==> src/fpec_pkg.sv <==
package fpec_pkg;

	// ------------------------------------------------------------
	// Register map
	// ------------------------------------------------------------
	localparam logic [15:0] ADDR_MODE_CTRL    = 16'hFF80;
	localparam logic [15:0] ADDR_LARGE_BLOCK  = 16'hFF82;
	localparam logic [15:0] ADDR_SMALL_BLOCK  = 16'hFF83;
	localparam logic [15:0] ADDR_WAIT_OVERLAY = 16'hFFC2;
	localparam logic [15:0] ADDR_BOOT_STATUS  = 16'hFFD0;
	localparam logic [15:0] ADDR_BOOT_LOW_LO  = 16'hFFD1;
	localparam logic [15:0] ADDR_BOOT_LOW_MID = 16'hFFD2;
	localparam logic [15:0] ADDR_BOOT_LOW_HI  = 16'hFFD3;

	// ------------------------------------------------------------
	// Reset values and fixed read patterns
	// ------------------------------------------------------------
	localparam logic [7:0] RST_MODE_CTRL    = 8'h00;
	localparam logic [7:0] RST_LARGE_BLOCK  = 8'hF0;
	localparam logic [7:0] RST_SMALL_BLOCK  = 8'h00;
	localparam logic [7:0] RST_WAIT_OVERLAY = 8'h08;
	localparam logic [7:0] READ_ALL_ONES    = 8'hFF;
	localparam logic [7:0] READ_UNMAPPED    = 8'h00;
	localparam logic [3:0] LARGE_FIXED_HIGH = 4'hF;

	// ------------------------------------------------------------
	// Field positions
	// ------------------------------------------------------------
	localparam int BIT_VPP_FLAG     = 7;
	localparam int BIT_ERASE_VERIFY = 3;
	localparam int BIT_PROG_VERIFY  = 2;
	localparam int BIT_ERASE        = 1;
	localparam int BIT_PROGRAM      = 0;
	localparam int BIT_OVL_UPPER    = 7;
	localparam int BIT_OVL_LOWER    = 6;
	localparam int BIT_CLK_HALVING  = 5;
	localparam int LSB_WAIT_MODE    = 2;
	localparam int LSB_WAIT_COUNT   = 0;

	// ------------------------------------------------------------
	// Memory map
	// ------------------------------------------------------------
	localparam logic [15:0] FLASH_TOP      = 16'h7FFF;
	localparam logic [15:0] OVL_FLASH_BASE = 16'h0080;
	localparam logic [15:0] OVL_SMALL_TOP  = 16'h00FF;
	localparam logic [15:0] OVL_LARGE_TOP  = 16'h017F;
	localparam logic [15:0] OVL_RAM_OFFSET = 16'hFC00;

	// ------------------------------------------------------------
	// Timing
	// ------------------------------------------------------------
	localparam int READ_STATES   = 2;
	localparam int CLK_HZ        = 40_000_000;
	localparam int BOOT_MAX_BPS  = 9600;
	localparam int BOOT_LOW_BITS = 9;
	localparam int BOOT_MIN_LOW_CYC = (BOOT_LOW_BITS * CLK_HZ + BOOT_MAX_BPS - 1) / BOOT_MAX_BPS;
	localparam logic [2:0] STRAP_SETTLE = 3'h5;

	// ------------------------------------------------------------
	// Types
	// ------------------------------------------------------------
	typedef enum logic [1:0] {
		MODE_ILLEGAL = 2'b00,
		MODE_EXT     = 2'b01,
		MODE_FLASH_A = 2'b10,
		MODE_FLASH_B = 2'b11
	} fpec_mode_t;

	typedef enum logic [2:0] {
		BOOT_OFF     = 3'b000,
		BOOT_IDLE    = 3'b001,
		BOOT_MEASURE = 3'b010,
		BOOT_REPLY   = 3'b011,
		BOOT_DONE    = 3'b100,
		BOOT_FAIL    = 3'b101
	} fpec_boot_t;

endpackage

==> src/fpec_sync3.sv <==
`timescale 1ns/100ps
module fpec_sync3 #(
	parameter int  WIDTH = 1,
	parameter logic [WIDTH-1:0] INIT = '0
) (
	input  wire logic             clk_sys,
	input  wire logic             rst_b,
	input  wire logic [WIDTH-1:0] pinIn,
	output logic      [WIDTH-1:0] stableOut
);

	// ------------------------------------------------------------
	// Three stages; a bit moves only when the last two agree.
	// ------------------------------------------------------------
	logic [WIDTH-1:0] stage1Reg;
	logic [WIDTH-1:0] stage2Reg;
	logic [WIDTH-1:0] stage3Reg;
	logic [WIDTH-1:0] stable_next;

	genvar i;
	generate
		for (i = 0; i < WIDTH; i++) begin : g_bit
			assign stable_next[i] = (stage2Reg[i] == stage3Reg[i]) ? stage3Reg[i] : stableOut[i];
		end
	endgenerate

	always_ff @(posedge clk_sys or negedge rst_b) begin
		if (!rst_b) begin
			stage1Reg <= INIT;
			stage2Reg <= INIT;
			stage3Reg <= INIT;
			stableOut <= INIT;
		end else begin
			stage1Reg <= pinIn;
			stage2Reg <= stage1Reg;
			stage3Reg <= stage2Reg;
			stableOut <= stable_next;
		end
	end

endmodule

==> src/fpec_top.sv <==
`timescale 1ns/100ps
module fpec_top #(
	parameter int BOOT_MIN_LOW_CYC = fpec_pkg::BOOT_MIN_LOW_CYC,
	parameter int LOW_CNT_W        = 18
) (
	input  wire logic        clk_sys,
	input  wire logic        rst_b,
	input  wire logic        modePinUpper,
	input  wire logic        modePinLower,
	input  wire logic        programmingVoltagePin,
	input  wire logic        bootSelectPin,
	input  wire logic        bootSerialRxd,
	input  wire logic        softStandby,
	input  wire logic        hardStandby,
	input  wire logic [15:0] regAddr,
	input  wire logic [7:0]  regWrData,
	input  wire logic        regWr,
	input  wire logic        regRd,
	output logic      [7:0]  regRdData,
	input  wire logic [15:0] cpuAddr,
	input  wire logic        cpuRd,
	input  wire logic        cpuWord,
	input  wire logic [15:0] flashRdData,
	output logic      [15:0] cpuRdData,
	output logic             cpuRdDone,
	output logic             flashAreaSel,
	output logic             extAreaSel,
	output logic             overlayRamSel,
	output logic      [15:0] mappedAddr,
	output logic             illegalMode,
	output logic             programEn,
	output logic             eraseEn,
	output logic             programVerifyEn,
	output logic             eraseVerifyEn,
	output logic      [3:0]  largeBlockEn,
	output logic      [7:0]  smallBlockEn,
	output logic             peripheralClockHalving,
	output logic      [1:0]  waitModeSelect,
	output logic      [1:0]  waitCount,
	output logic             bootSerialTxd,
	output logic             bootActive,
	output logic             bootAligned
);

	// ------------------------------------------------------------
	// Pin synchronisation
	// ------------------------------------------------------------
	logic [4:0] pinSync;
	logic       modeUpper;
	logic       modeLower;
	logic       progVoltagePresent;
	logic       bootSel;
	logic       rxd;

	fpec_sync3 #(
		.WIDTH (5),
		.INIT  (5'h01)
	) u_sync (
		.clk_sys   (clk_sys),
		.rst_b     (rst_b),
		.pinIn     ({modePinUpper, modePinLower, programmingVoltagePin, bootSelectPin,
		             bootSerialRxd}),
		.stableOut (pinSync)
	);

	assign {modeUpper, modeLower, progVoltagePresent, bootSel, rxd} = pinSync;

	// ------------------------------------------------------------
	// Mode decode
	// ------------------------------------------------------------
	fpec_pkg::fpec_mode_t memMode;
	logic flashOn;
	logic flashClear;

	assign memMode    = fpec_pkg::fpec_mode_t'({modeUpper, modeLower});
	assign flashOn    = modeUpper;
	assign flashClear = softStandby || hardStandby || !progVoltagePresent;

	// ------------------------------------------------------------
	// Register file
	// ------------------------------------------------------------
	logic [3:0] modeSelReg;
	logic [3:0] modeSel_next;
	logic [3:0] largeReg;
	logic [3:0] large_next;
	logic [7:0] smallReg;
	logic [7:0] small_next;
	logic [7:0] waitOvlReg;
	logic [7:0] waitOvl_next;
	logic       wrMode;
	logic       wrLarge;
	logic       wrSmall;
	logic       wrWait;
	logic [7:0] modeView;
	logic [7:0] largeView;
	logic [7:0] smallView;
	logic [7:0] rd_next;

	assign wrMode  = regWr && (regAddr == fpec_pkg::ADDR_MODE_CTRL);
	assign wrLarge = regWr && (regAddr == fpec_pkg::ADDR_LARGE_BLOCK);
	assign wrSmall = regWr && (regAddr == fpec_pkg::ADDR_SMALL_BLOCK);
	assign wrWait  = regWr && (regAddr == fpec_pkg::ADDR_WAIT_OVERLAY);

	assign modeSel_next = flashClear ? fpec_pkg::RST_MODE_CTRL[3:0] :
	                      (wrMode && flashOn) ? regWrData[3:0] : modeSelReg;
	assign large_next   = flashClear ? fpec_pkg::RST_LARGE_BLOCK[3:0] :
	                      (wrLarge && flashOn) ? regWrData[3:0] : largeReg;
	assign small_next   = flashClear ? fpec_pkg::RST_SMALL_BLOCK :
	                      (wrSmall && flashOn) ? regWrData : smallReg;
	assign waitOvl_next = hardStandby ? fpec_pkg::RST_WAIT_OVERLAY :
	                      wrWait ? regWrData : waitOvlReg;

	always_ff @(posedge clk_sys or negedge rst_b) begin
		if (!rst_b) begin
			modeSelReg <= fpec_pkg::RST_MODE_CTRL[3:0];
			largeReg   <= fpec_pkg::RST_LARGE_BLOCK[3:0];
			smallReg   <= fpec_pkg::RST_SMALL_BLOCK;
			waitOvlReg <= fpec_pkg::RST_WAIT_OVERLAY;
		end else begin
			modeSelReg <= modeSel_next;
			largeReg   <= large_next;
			smallReg   <= small_next;
			waitOvlReg <= waitOvl_next;
		end
	end

	// Live voltage flag; zero bits; reset shows 80 with voltage.
	assign modeView  = flashOn ? {progVoltagePresent, 3'h0, modeSelReg} : fpec_pkg::READ_ALL_ONES;
	assign largeView = flashOn ? {fpec_pkg::LARGE_FIXED_HIGH, largeReg} : fpec_pkg::READ_ALL_ONES;
	assign smallView = flashOn ? smallReg : fpec_pkg::READ_ALL_ONES;

	// ------------------------------------------------------------
	// Boot rate alignment
	// ------------------------------------------------------------
	fpec_pkg::fpec_boot_t bootStateReg;
	fpec_pkg::fpec_boot_t bootState_next;
	logic [LOW_CNT_W-1:0] lowCntReg;
	logic [LOW_CNT_W-1:0] lowCnt_next;
	logic [LOW_CNT_W-1:0] replyCntReg;
	logic [LOW_CNT_W-1:0] replyCnt_next;
	logic                 strapTakenReg;
	logic [2:0]           strapCntReg;
	logic                 strapDue;
	logic                 lowTooShort;

	// The strap pins are only trusted once the pin synchroniser has filled.
	assign strapDue = strapCntReg == fpec_pkg::STRAP_SETTLE;

	// The reply byte of zeros with its start bit is nine low bit times, the
	// same span the host just sent, so the measured count is replayed directly.
	assign lowTooShort = lowCntReg < LOW_CNT_W'(BOOT_MIN_LOW_CYC);

	always_comb begin
		bootState_next = bootStateReg;
		lowCnt_next    = lowCntReg;
		replyCnt_next  = replyCntReg;
		case (bootStateReg)
			fpec_pkg::BOOT_OFF: begin
				bootState_next = fpec_pkg::BOOT_OFF;
			end
			// Wait for the host start bit.
			fpec_pkg::BOOT_IDLE: begin
				if (!rxd) begin
					bootState_next = fpec_pkg::BOOT_MEASURE;
					lowCnt_next    = LOW_CNT_W'(1);
				end
			end
			fpec_pkg::BOOT_MEASURE: begin
				if (rxd) begin
					bootState_next = lowTooShort ? fpec_pkg::BOOT_FAIL : fpec_pkg::BOOT_REPLY;
					replyCnt_next  = lowCntReg - LOW_CNT_W'(1);
				end else if (lowCntReg != '1) begin
					lowCnt_next = lowCntReg + LOW_CNT_W'(1);
				end
			end
			fpec_pkg::BOOT_REPLY: begin
				if (replyCntReg == '0) begin
					bootState_next = fpec_pkg::BOOT_DONE;
				end else begin
					replyCnt_next = replyCntReg - LOW_CNT_W'(1);
				end
			end
			fpec_pkg::BOOT_DONE: begin
				bootState_next = fpec_pkg::BOOT_DONE;
			end
			fpec_pkg::BOOT_FAIL: begin
				bootState_next = fpec_pkg::BOOT_FAIL;
			end
			default: begin
				bootState_next = fpec_pkg::BOOT_OFF;
			end
		endcase
	end

	always_ff @(posedge clk_sys or negedge rst_b) begin
		if (!rst_b) begin
			strapCntReg   <= 3'h0;
			strapTakenReg <= 1'b0;
			bootStateReg  <= fpec_pkg::BOOT_OFF;
			lowCntReg     <= '0;
			replyCntReg   <= '0;
		end else begin
			if (!strapTakenReg) begin
				strapCntReg   <= strapCntReg + 3'h1;
				strapTakenReg <= strapDue;
				bootStateReg  <= (strapDue && bootSel && flashOn && progVoltagePresent) ?
				                 fpec_pkg::BOOT_IDLE : fpec_pkg::BOOT_OFF;
			end else begin
				bootStateReg <= bootState_next;
			end
			lowCntReg   <= lowCnt_next;
			replyCntReg <= replyCnt_next;
		end
	end

	// ------------------------------------------------------------
	// Register read port
	// ------------------------------------------------------------
	always_comb begin
		rd_next = fpec_pkg::READ_UNMAPPED;
		case (regAddr)
			fpec_pkg::ADDR_MODE_CTRL:    rd_next = modeView;
			fpec_pkg::ADDR_LARGE_BLOCK:  rd_next = largeView;
			fpec_pkg::ADDR_SMALL_BLOCK:  rd_next = smallView;
			fpec_pkg::ADDR_WAIT_OVERLAY: rd_next = waitOvlReg;
			fpec_pkg::ADDR_BOOT_STATUS:  rd_next = {5'h00, bootStateReg};
			fpec_pkg::ADDR_BOOT_LOW_LO:  rd_next = lowCntReg[7:0];
			fpec_pkg::ADDR_BOOT_LOW_MID: rd_next = lowCntReg[15:8];
			fpec_pkg::ADDR_BOOT_LOW_HI:  rd_next = 8'(lowCntReg[LOW_CNT_W-1:16]);
			default:                     rd_next = fpec_pkg::READ_UNMAPPED;
		endcase
	end

	// ------------------------------------------------------------
	// Memory map and flash read path
	// ------------------------------------------------------------
	logic [1:0]  ovlSel;
	logic        inFlashArea;
	logic        ovlHit;
	logic        rdPendReg;
	logic        rdWordReg;
	logic        rdOddReg;
	logic [15:0] rdData_next;

	assign ovlSel = {waitOvlReg[fpec_pkg::BIT_OVL_UPPER], waitOvlReg[fpec_pkg::BIT_OVL_LOWER]};
	assign inFlashArea = cpuAddr <= fpec_pkg::FLASH_TOP;
	assign ovlHit = flashOn && (cpuAddr >= fpec_pkg::OVL_FLASH_BASE) &&
	                (((ovlSel == 2'b01) && (cpuAddr <= fpec_pkg::OVL_SMALL_TOP)) ||
	                 ((ovlSel == 2'b10) && (cpuAddr <= fpec_pkg::OVL_LARGE_TOP)));
	// Word whole, byte from its lane in the low byte.
	assign rdData_next = rdWordReg ? flashRdData :
	                     {8'h00, (rdOddReg ? flashRdData[7:0] : flashRdData[15:8])};

	always_ff @(posedge clk_sys or negedge rst_b) begin
		if (!rst_b) begin
			rdPendReg     <= 1'b0;
			rdWordReg     <= 1'b0;
			rdOddReg      <= 1'b0;
			flashAreaSel  <= 1'b0;
			extAreaSel    <= 1'b0;
			overlayRamSel <= 1'b0;
			mappedAddr    <= 16'h0000;
			cpuRdDone     <= 1'b0;
			cpuRdData     <= 16'h0000;
			illegalMode   <= 1'b0;
		end else begin
			rdPendReg   <= cpuRd;
			cpuRdDone   <= rdPendReg;
			illegalMode <= (memMode == fpec_pkg::MODE_ILLEGAL);
			if (cpuRd) begin
				rdWordReg <= cpuWord;
				rdOddReg  <= cpuAddr[0];
				// Route to flash, external memory or overlay RAM.
				flashAreaSel  <= inFlashArea && flashOn && !ovlHit;
				extAreaSel    <= inFlashArea && (memMode == fpec_pkg::MODE_EXT);
				overlayRamSel <= inFlashArea && ovlHit;
				mappedAddr    <= ovlHit ? (cpuAddr + fpec_pkg::OVL_RAM_OFFSET) : cpuAddr;
			end
			if (rdPendReg) begin
				cpuRdData <= rdData_next;
			end
		end
	end

	// ------------------------------------------------------------
	// Control outputs
	// ------------------------------------------------------------
	logic workActive;

	// Block enables live only while programming or erasing.
	assign workActive = progVoltagePresent && flashOn &&
	                    (modeSelReg[fpec_pkg::BIT_PROGRAM] || modeSelReg[fpec_pkg::BIT_ERASE]);

	always_ff @(posedge clk_sys or negedge rst_b) begin
		if (!rst_b) begin
			regRdData              <= 8'h00;
			programEn              <= 1'b0;
			eraseEn                <= 1'b0;
			programVerifyEn        <= 1'b0;
			eraseVerifyEn          <= 1'b0;
			largeBlockEn           <= 4'h0;
			smallBlockEn           <= 8'h00;
			peripheralClockHalving <= 1'b0;
			waitModeSelect         <= 2'h2;
			waitCount              <= 2'h0;
			bootSerialTxd          <= 1'b1;
			bootActive             <= 1'b0;
			bootAligned            <= 1'b0;
		end else begin
			regRdData <= regRd ? rd_next : 8'h00;
			// Mode bits drive modes; voltage gates program and erase.
			programEn       <= modeSelReg[fpec_pkg::BIT_PROGRAM] && progVoltagePresent && flashOn;
			eraseEn         <= modeSelReg[fpec_pkg::BIT_ERASE] && progVoltagePresent && flashOn;
			programVerifyEn <= modeSelReg[fpec_pkg::BIT_PROG_VERIFY] && flashOn;
			eraseVerifyEn   <= modeSelReg[fpec_pkg::BIT_ERASE_VERIFY] && flashOn;
			// Large block enables; small block enables.
			largeBlockEn <= workActive ? largeReg : 4'h0;
			smallBlockEn <= workActive ? smallReg : 8'h00;
			// Clock and wait-state fields; bit four only stored.
			peripheralClockHalving <= waitOvlReg[fpec_pkg::BIT_CLK_HALVING];
			waitModeSelect         <= waitOvlReg[fpec_pkg::LSB_WAIT_MODE +: 2];
			waitCount              <= waitOvlReg[fpec_pkg::LSB_WAIT_COUNT +: 2];
			// Reply drives the transmit pin low for the measured span.
			bootSerialTxd <= (bootState_next != fpec_pkg::BOOT_REPLY);
			bootActive    <= (bootStateReg != fpec_pkg::BOOT_OFF);
			bootAligned   <= (bootStateReg == fpec_pkg::BOOT_DONE);
		end
	end

	// ------------------------------------------------------------
	// Assertions
	// ------------------------------------------------------------
	a_mode_clears: assert property (@(posedge clk_sys) disable iff (!rst_b)
		flashClear |=> (modeSelReg == 4'h0) && (smallReg == 8'h00))
		else $error("mode control not cleared");
	a_vpp_flag_read: assert property (@(posedge clk_sys) disable iff (!rst_b)
		(regRd && regAddr == fpec_pkg::ADDR_MODE_CTRL && flashOn)
		|=> regRdData[7] == $past(progVoltagePresent))
		else $error("voltage flag misread");
	a_reserved_zero: assert property (@(posedge clk_sys) disable iff (!rst_b)
		(regRd && regAddr == fpec_pkg::ADDR_MODE_CTRL && flashOn) |=> regRdData[6:4] == 3'h0)
		else $error("reserved bits nonzero");
	a_disabled_ones: assert property (@(posedge clk_sys) disable iff (!rst_b)
		(regRd && !flashOn && regAddr == fpec_pkg::ADDR_SMALL_BLOCK) |=> regRdData == 8'hFF)
		else $error("disabled flash register not FF");
	a_large_upper: assert property (@(posedge clk_sys) disable iff (!rst_b)
		(regRd && regAddr == fpec_pkg::ADDR_LARGE_BLOCK) |=> regRdData[7:4] == 4'hF)
		else $error("large block upper nibble not ones");
	a_read_two_states: assert property (@(posedge clk_sys) disable iff (!rst_b)
		cpuRd |=> ##1 cpuRdDone)
		else $error("flash read not done in two states");
	a_soft_keeps: assert property (@(posedge clk_sys) disable iff (!rst_b)
		(softStandby && !hardStandby && !wrWait) |=> $stable(waitOvlReg))
		else $error("wait register lost in soft standby");
	a_no_prog_novpp: assert property (@(posedge clk_sys) disable iff (!rst_b)
		!progVoltagePresent [*2] |-> !programEn && !eraseEn)
		else $error("array write without voltage");
	a_blocks_idle: assert property (@(posedge clk_sys) disable iff (!rst_b)
		(!workActive ##1 1'b1) |-> (largeBlockEn == 4'h0) && (smallBlockEn == 8'h00))
		else $error("block enable outside work");
	a_overlay_map: assert property (@(posedge clk_sys) disable iff (!rst_b)
		(cpuRd && flashOn && ovlSel == 2'b01 && cpuAddr == 16'h0100) |=> !overlayRamSel)
		else $error("overlay window too wide");

endmodule

==> config.mk <==
export PLATFORM = sky130hd
export DESIGN_NAME = fpec_top
export DESIGN_NICKNAME = d
export VERILOG_FILES = /design/src/fpec_pkg.sv /design/src/fpec_sync3.sv /design/src/fpec_top.sv
export SDC_FILE = /design/constraint.sdc
export NUM_CORES = 1
export LEC_CHECK = 0
export ABC_AREA = 1
export BUFFER_PORTS_ARGS = -buffer_cell sky130_fd_sc_hd__buf_4
export CAP_MARGIN = 10
export CORE_ASPECT_RATIO = 0.5
export CORE_MARGIN = 3
export CORE_UTILIZATION = 55
export CTS_BUF_LIST = sky130_fd_sc_hd__clkbuf_4 sky130_fd_sc_hd__clkbuf_8
export DETAILED_ROUTE_END_ITERATION = 10
export GPL_ROUTABILITY_DRIVEN = 0
export HOLD_SLACK_MARGIN = 0.05
export PLACE_DENSITY = 0.9
export SLEW_MARGIN = 10
export SYNTH_ARGS = -nofsm -noshare
export SYNTH_HDL_FRONTEND = slang
export SYNTH_SLANG_ARGS = --single-unit
==> constraint.sdc <==
create_clock -name clk_sys -period 2.6 [get_ports clk_sys]
set_clock_uncertainty 0.1 [all_clocks]
set_input_delay 0.39 -clock clk_sys [delete_from_list [all_inputs] [get_ports clk_sys]]
set_output_delay 0.39 -clock clk_sys [all_outputs]
set_load 0.01 [all_outputs]
==> results.toml <==
[detailed_routing]
ant_nets = 0
drc = 0
vias = 7718
drt_iter0_markers = 868
wirelength_mm = 21.8
avgViaCountPerCell = 5.61
drtPass1Iterations = 6
wl_per_cell_um = 15.8

[synthesis]
synth_xor_area_share_pct = 0.550
synth_largest_area_cell = "dfrtp_1"
yosys.area_share.adder_pct = 1.57
synth_compound_area_share_pct = 9.61
syn_nets = 1101
ys_seq_area_share_pct = 49.7
synth_cell_types = 43
synth-seq-cells = 158
synthFlopType = "dfrtp_1"
netlist_area_um2 = 7970
postSynthAreaPerCell_um2 = 7.77
synth_warnings = 0
muxShareOfSynthArea_pct = 0.126
netlist_instances = 1026
yosys.area_share.simple_pct = 30.2
synth_edf_count = 0
synth_top_area_share_pct = 47.4
synth_top_family_by_area = "simple AND/OR/NAND/NOR gates"
synth-async-reset-ratio_pct = 100
netlist_top_cells_area = "dfrtp_1 (47%), nand2_1 (14%), nor2_1 (5.4%), inv_1 (5.3%), nand3_1 (5.0%)"

[pwr]
share_comb_of_total_power_pct = 18.5
p_int_mw = 4.24
power_switching_mw = 1.94
sequentialPowerShare_pct = 47.3
clkPwrFrac_pct = 34.2
cellPowerDensity_nw_per_um2 = 635
ir_drop_uv = 322
power.leakage_nw = 4.92
swShare_pct = 31.4

[clocking]
htreeDepth = 4
clockBufferDepth = 2
cts_tree = "done"
clkTransAtPathRegs_ns = 0.10
clock_latency_ns = 0.46
cts_made_buffers = 17
clock_sinks = 158
cts_root_buf = "clkbuf_8"

[placement]
hpwl_mm = 15.5
io_buffers = 137

[worst_setup_path]
critPathMaxFanout = 12
critPathMostFrequentCell = "nand2_1"
start_kind = "register"
worst-setup-path-type = "register to register"
worstPathRequired_ns = 2.87
worst-path-buf-inv = 0
arrival_ns = 2.54
end_kind = "register"
crit_family = "simple AND/OR/NAND/NOR gates"
rrSetupSlack_ns = 0.33
worst_r2r_path_depth = 10
crit_cells = 10
crit_chain = "nand3_4 > o21ai_2 > ha_1 > nand2_1 > nor3_2 > nand2_1 > nand2_1 > nand2_1 > nand2_1 > nand2_1"
cp_slowest_cell = "dfrtp_1"
critPathMaxStageDelay_ns = 0.62

[global_route]
grt_antenna_before_repair = 0
grt_pass1_vias = 7536
grt_max_degree = 62
grtUsageTotal_pct = 27.7
grt_first_pass_wirelength_mm = 35.8
grt_overflow = 0

[cells_and_area]
finalNetCount = 1246
utilization_pct = 70.2
multi_input_area_um2 = 3350
drive_above_1_share_pct = 18.9
num_antenna_cells = 0
seqCellArea_um2 = 3960
syn_to_final_growth_pct = 22.1
fill_cells = 1010

[floorplanning]
die_x_um = 176
core_um2 = 13900
std_cell_rows = 30
die_y_um = 91.1
initial_core_util_pct = 57.5
dieArea_um2 = 16100
io-pin-count = 138

[flow_run]
max_cap_viol_count = 0

[timing]
min_period_ns = 2.27
rsz0062_at_grt = "false"
final.setup.tns_ns = 0
relSlewSlack_pct = 39.4
post-route-period-util_pct = 87.3
fin_hold_ws_ns = 0.0654
hold_violations = 0
slew_violations = 0
setup_viol = 0
fmax_mhz = 440
worst_pin_slew_ns = 0.909

[min_path]
hold_class = "input pin to register"
hold_depth = 3

[status]
status = "complete, no violations"
## metal layers
| metal | global-route usage [%] | up-vias | wire length, µm |
|---|---|---|---|
| met2 | 46.0 | 480 | 10300 |
| met3 | 7.27 | 104 | 2230 |
| met1 | 33.7 | 3560 | 8360 |
| li1 | - | 3574 | - |
| met4 | 13.1 | 0 | 852 |
| met5 | 0 | - | 0 |
## power groups by stage
stage                     Sequential, mW  Combinational, mW  Clock (mW)
after detailed placement            2.96               1.10           0
after CTS                           2.92               1.13        2.12
after global placement              2.96               1.06           0
after global routing                2.96               1.27        2.25
final                               2.93               1.14        2.11
after floorplan                     2.93              0.666           0
## worst register-to-register path: cells and delay by family, from the launching register on
kind	cells	cell delay [ns]
compound gates	1	0.27
simple gates	8	0.94
fa+ha+maj	1	0.25
flops	1	0.62
## metrics by stage
step | total power [mW] | cells | setup WS [ns] | area (µm²)
floorplan | 3.59 | 1026 | 0.723 | 7970
global placement | 4.01 | 1331 | 0.514 | 9150
detailed placement | 4.06 | 1331 | 0.446 | 9150
CTS | 6.16 | 1374 | 0.419 | 9720
global route | 6.48 | 1375 | 0.124 | 9730
finish | 6.18 | 1375 | 0.329 | 9730
## state kept, by name, summed over array words and instances (netlist names), 4 cells and up
register          count
lowCntReg            18
replyCntReg          18
cpuRdData            16
mappedAddr           16
regRdData             8
smallBlockEn          8
smallReg              8
waitOvlReg            8
u_sync.stableOut      5
u_sync.stage1Reg      5
u_sync.stage2Reg      5
u_sync.stage3Reg      5
largeBlockEn          4
largeReg              4
modeSelReg            4
## final timing paths
check / to / start
max reg2reg: replyCntReg[14] / bootStateReg[0]
min in group asynchronous: cpuRdData[0] / rst_b
min: mappedAddr[7] / cpuAddr[7]
min reg2reg: u_sync.stage2Reg[4] / u_sync.stage1Reg[4]
max in group asynchronous: waitModeSelect[1] / rst_b
max: replyCntReg[14] / bootStateReg[0]
## synth_stat cells (3+ instances only)
library cell and n:
o21bai_1 3, buf_6 6, dfstp_2 7, nor2_1 114
buf_4 3, o21ai_1 25, clkbuf_1 15, buf_2 11
inv_2 5, o21ai_0 78, nor2_4 6, nand2_2 6
o22ai_1 6, ha_1 6, nor3_1 10, o21ai_2 3
maj3_1 5, o211ai_1 3, or2_2 4, nand2_1 298
xor2_1 4, nor2_2 5, nand3_1 80, nor3_2 3
nand4_1 14, dfrtp_1 151, inv_1 113, a21oi_1 7
nand3b_1 3, a31oi_1 14
## cells in the final DEF, fill, tap and decap left out, types with 7 or more instances in the layout
cell	n
a21oi_1	7
a31oi_1	14
buf_4	145
clkbuf_8	17
dfrtp_1	151
dfstp_2	7
dlygate4sd3_1	13
inv_1	113
nand2_1	298
nand3_1	80
nand4_1	14
nor2_1	114
nor3_1	10
o21ai_0	78
o21ai_1	25
## what timing repair did
action | CTS | global route
hold buffers | 12 | 1
endpoints found under the setup margin | 0 | 0
gates resized for setup | 0 | 0
endpoints found under the hold margin | 51 | 1
setup buffers | 0 | 0
## logic make-up after synthesis
| group | count (synthesis) |
|---|---|
| simple gates | 555 |
| buf+inv | 155 |
| compound gates | 141 |
| xor+xnor | 5 |
| fa+ha+maj | 11 |
| mux | 1 |
| flops | 158 |
## final cells by class
cell class | count | share of cell area [%]
Sequential cell | 158 | 40.7
Inverter | 120 | 4.63
Timing Repair Buffer | 161 | 13.1
Clock inverter | 14 | 2.25
Multi-Input combinational cell | 713 | 34.5
Clock buffer | 17 | 2.40
Tap cell | 192 | 2.47
(Power assumes the default switching activity.)
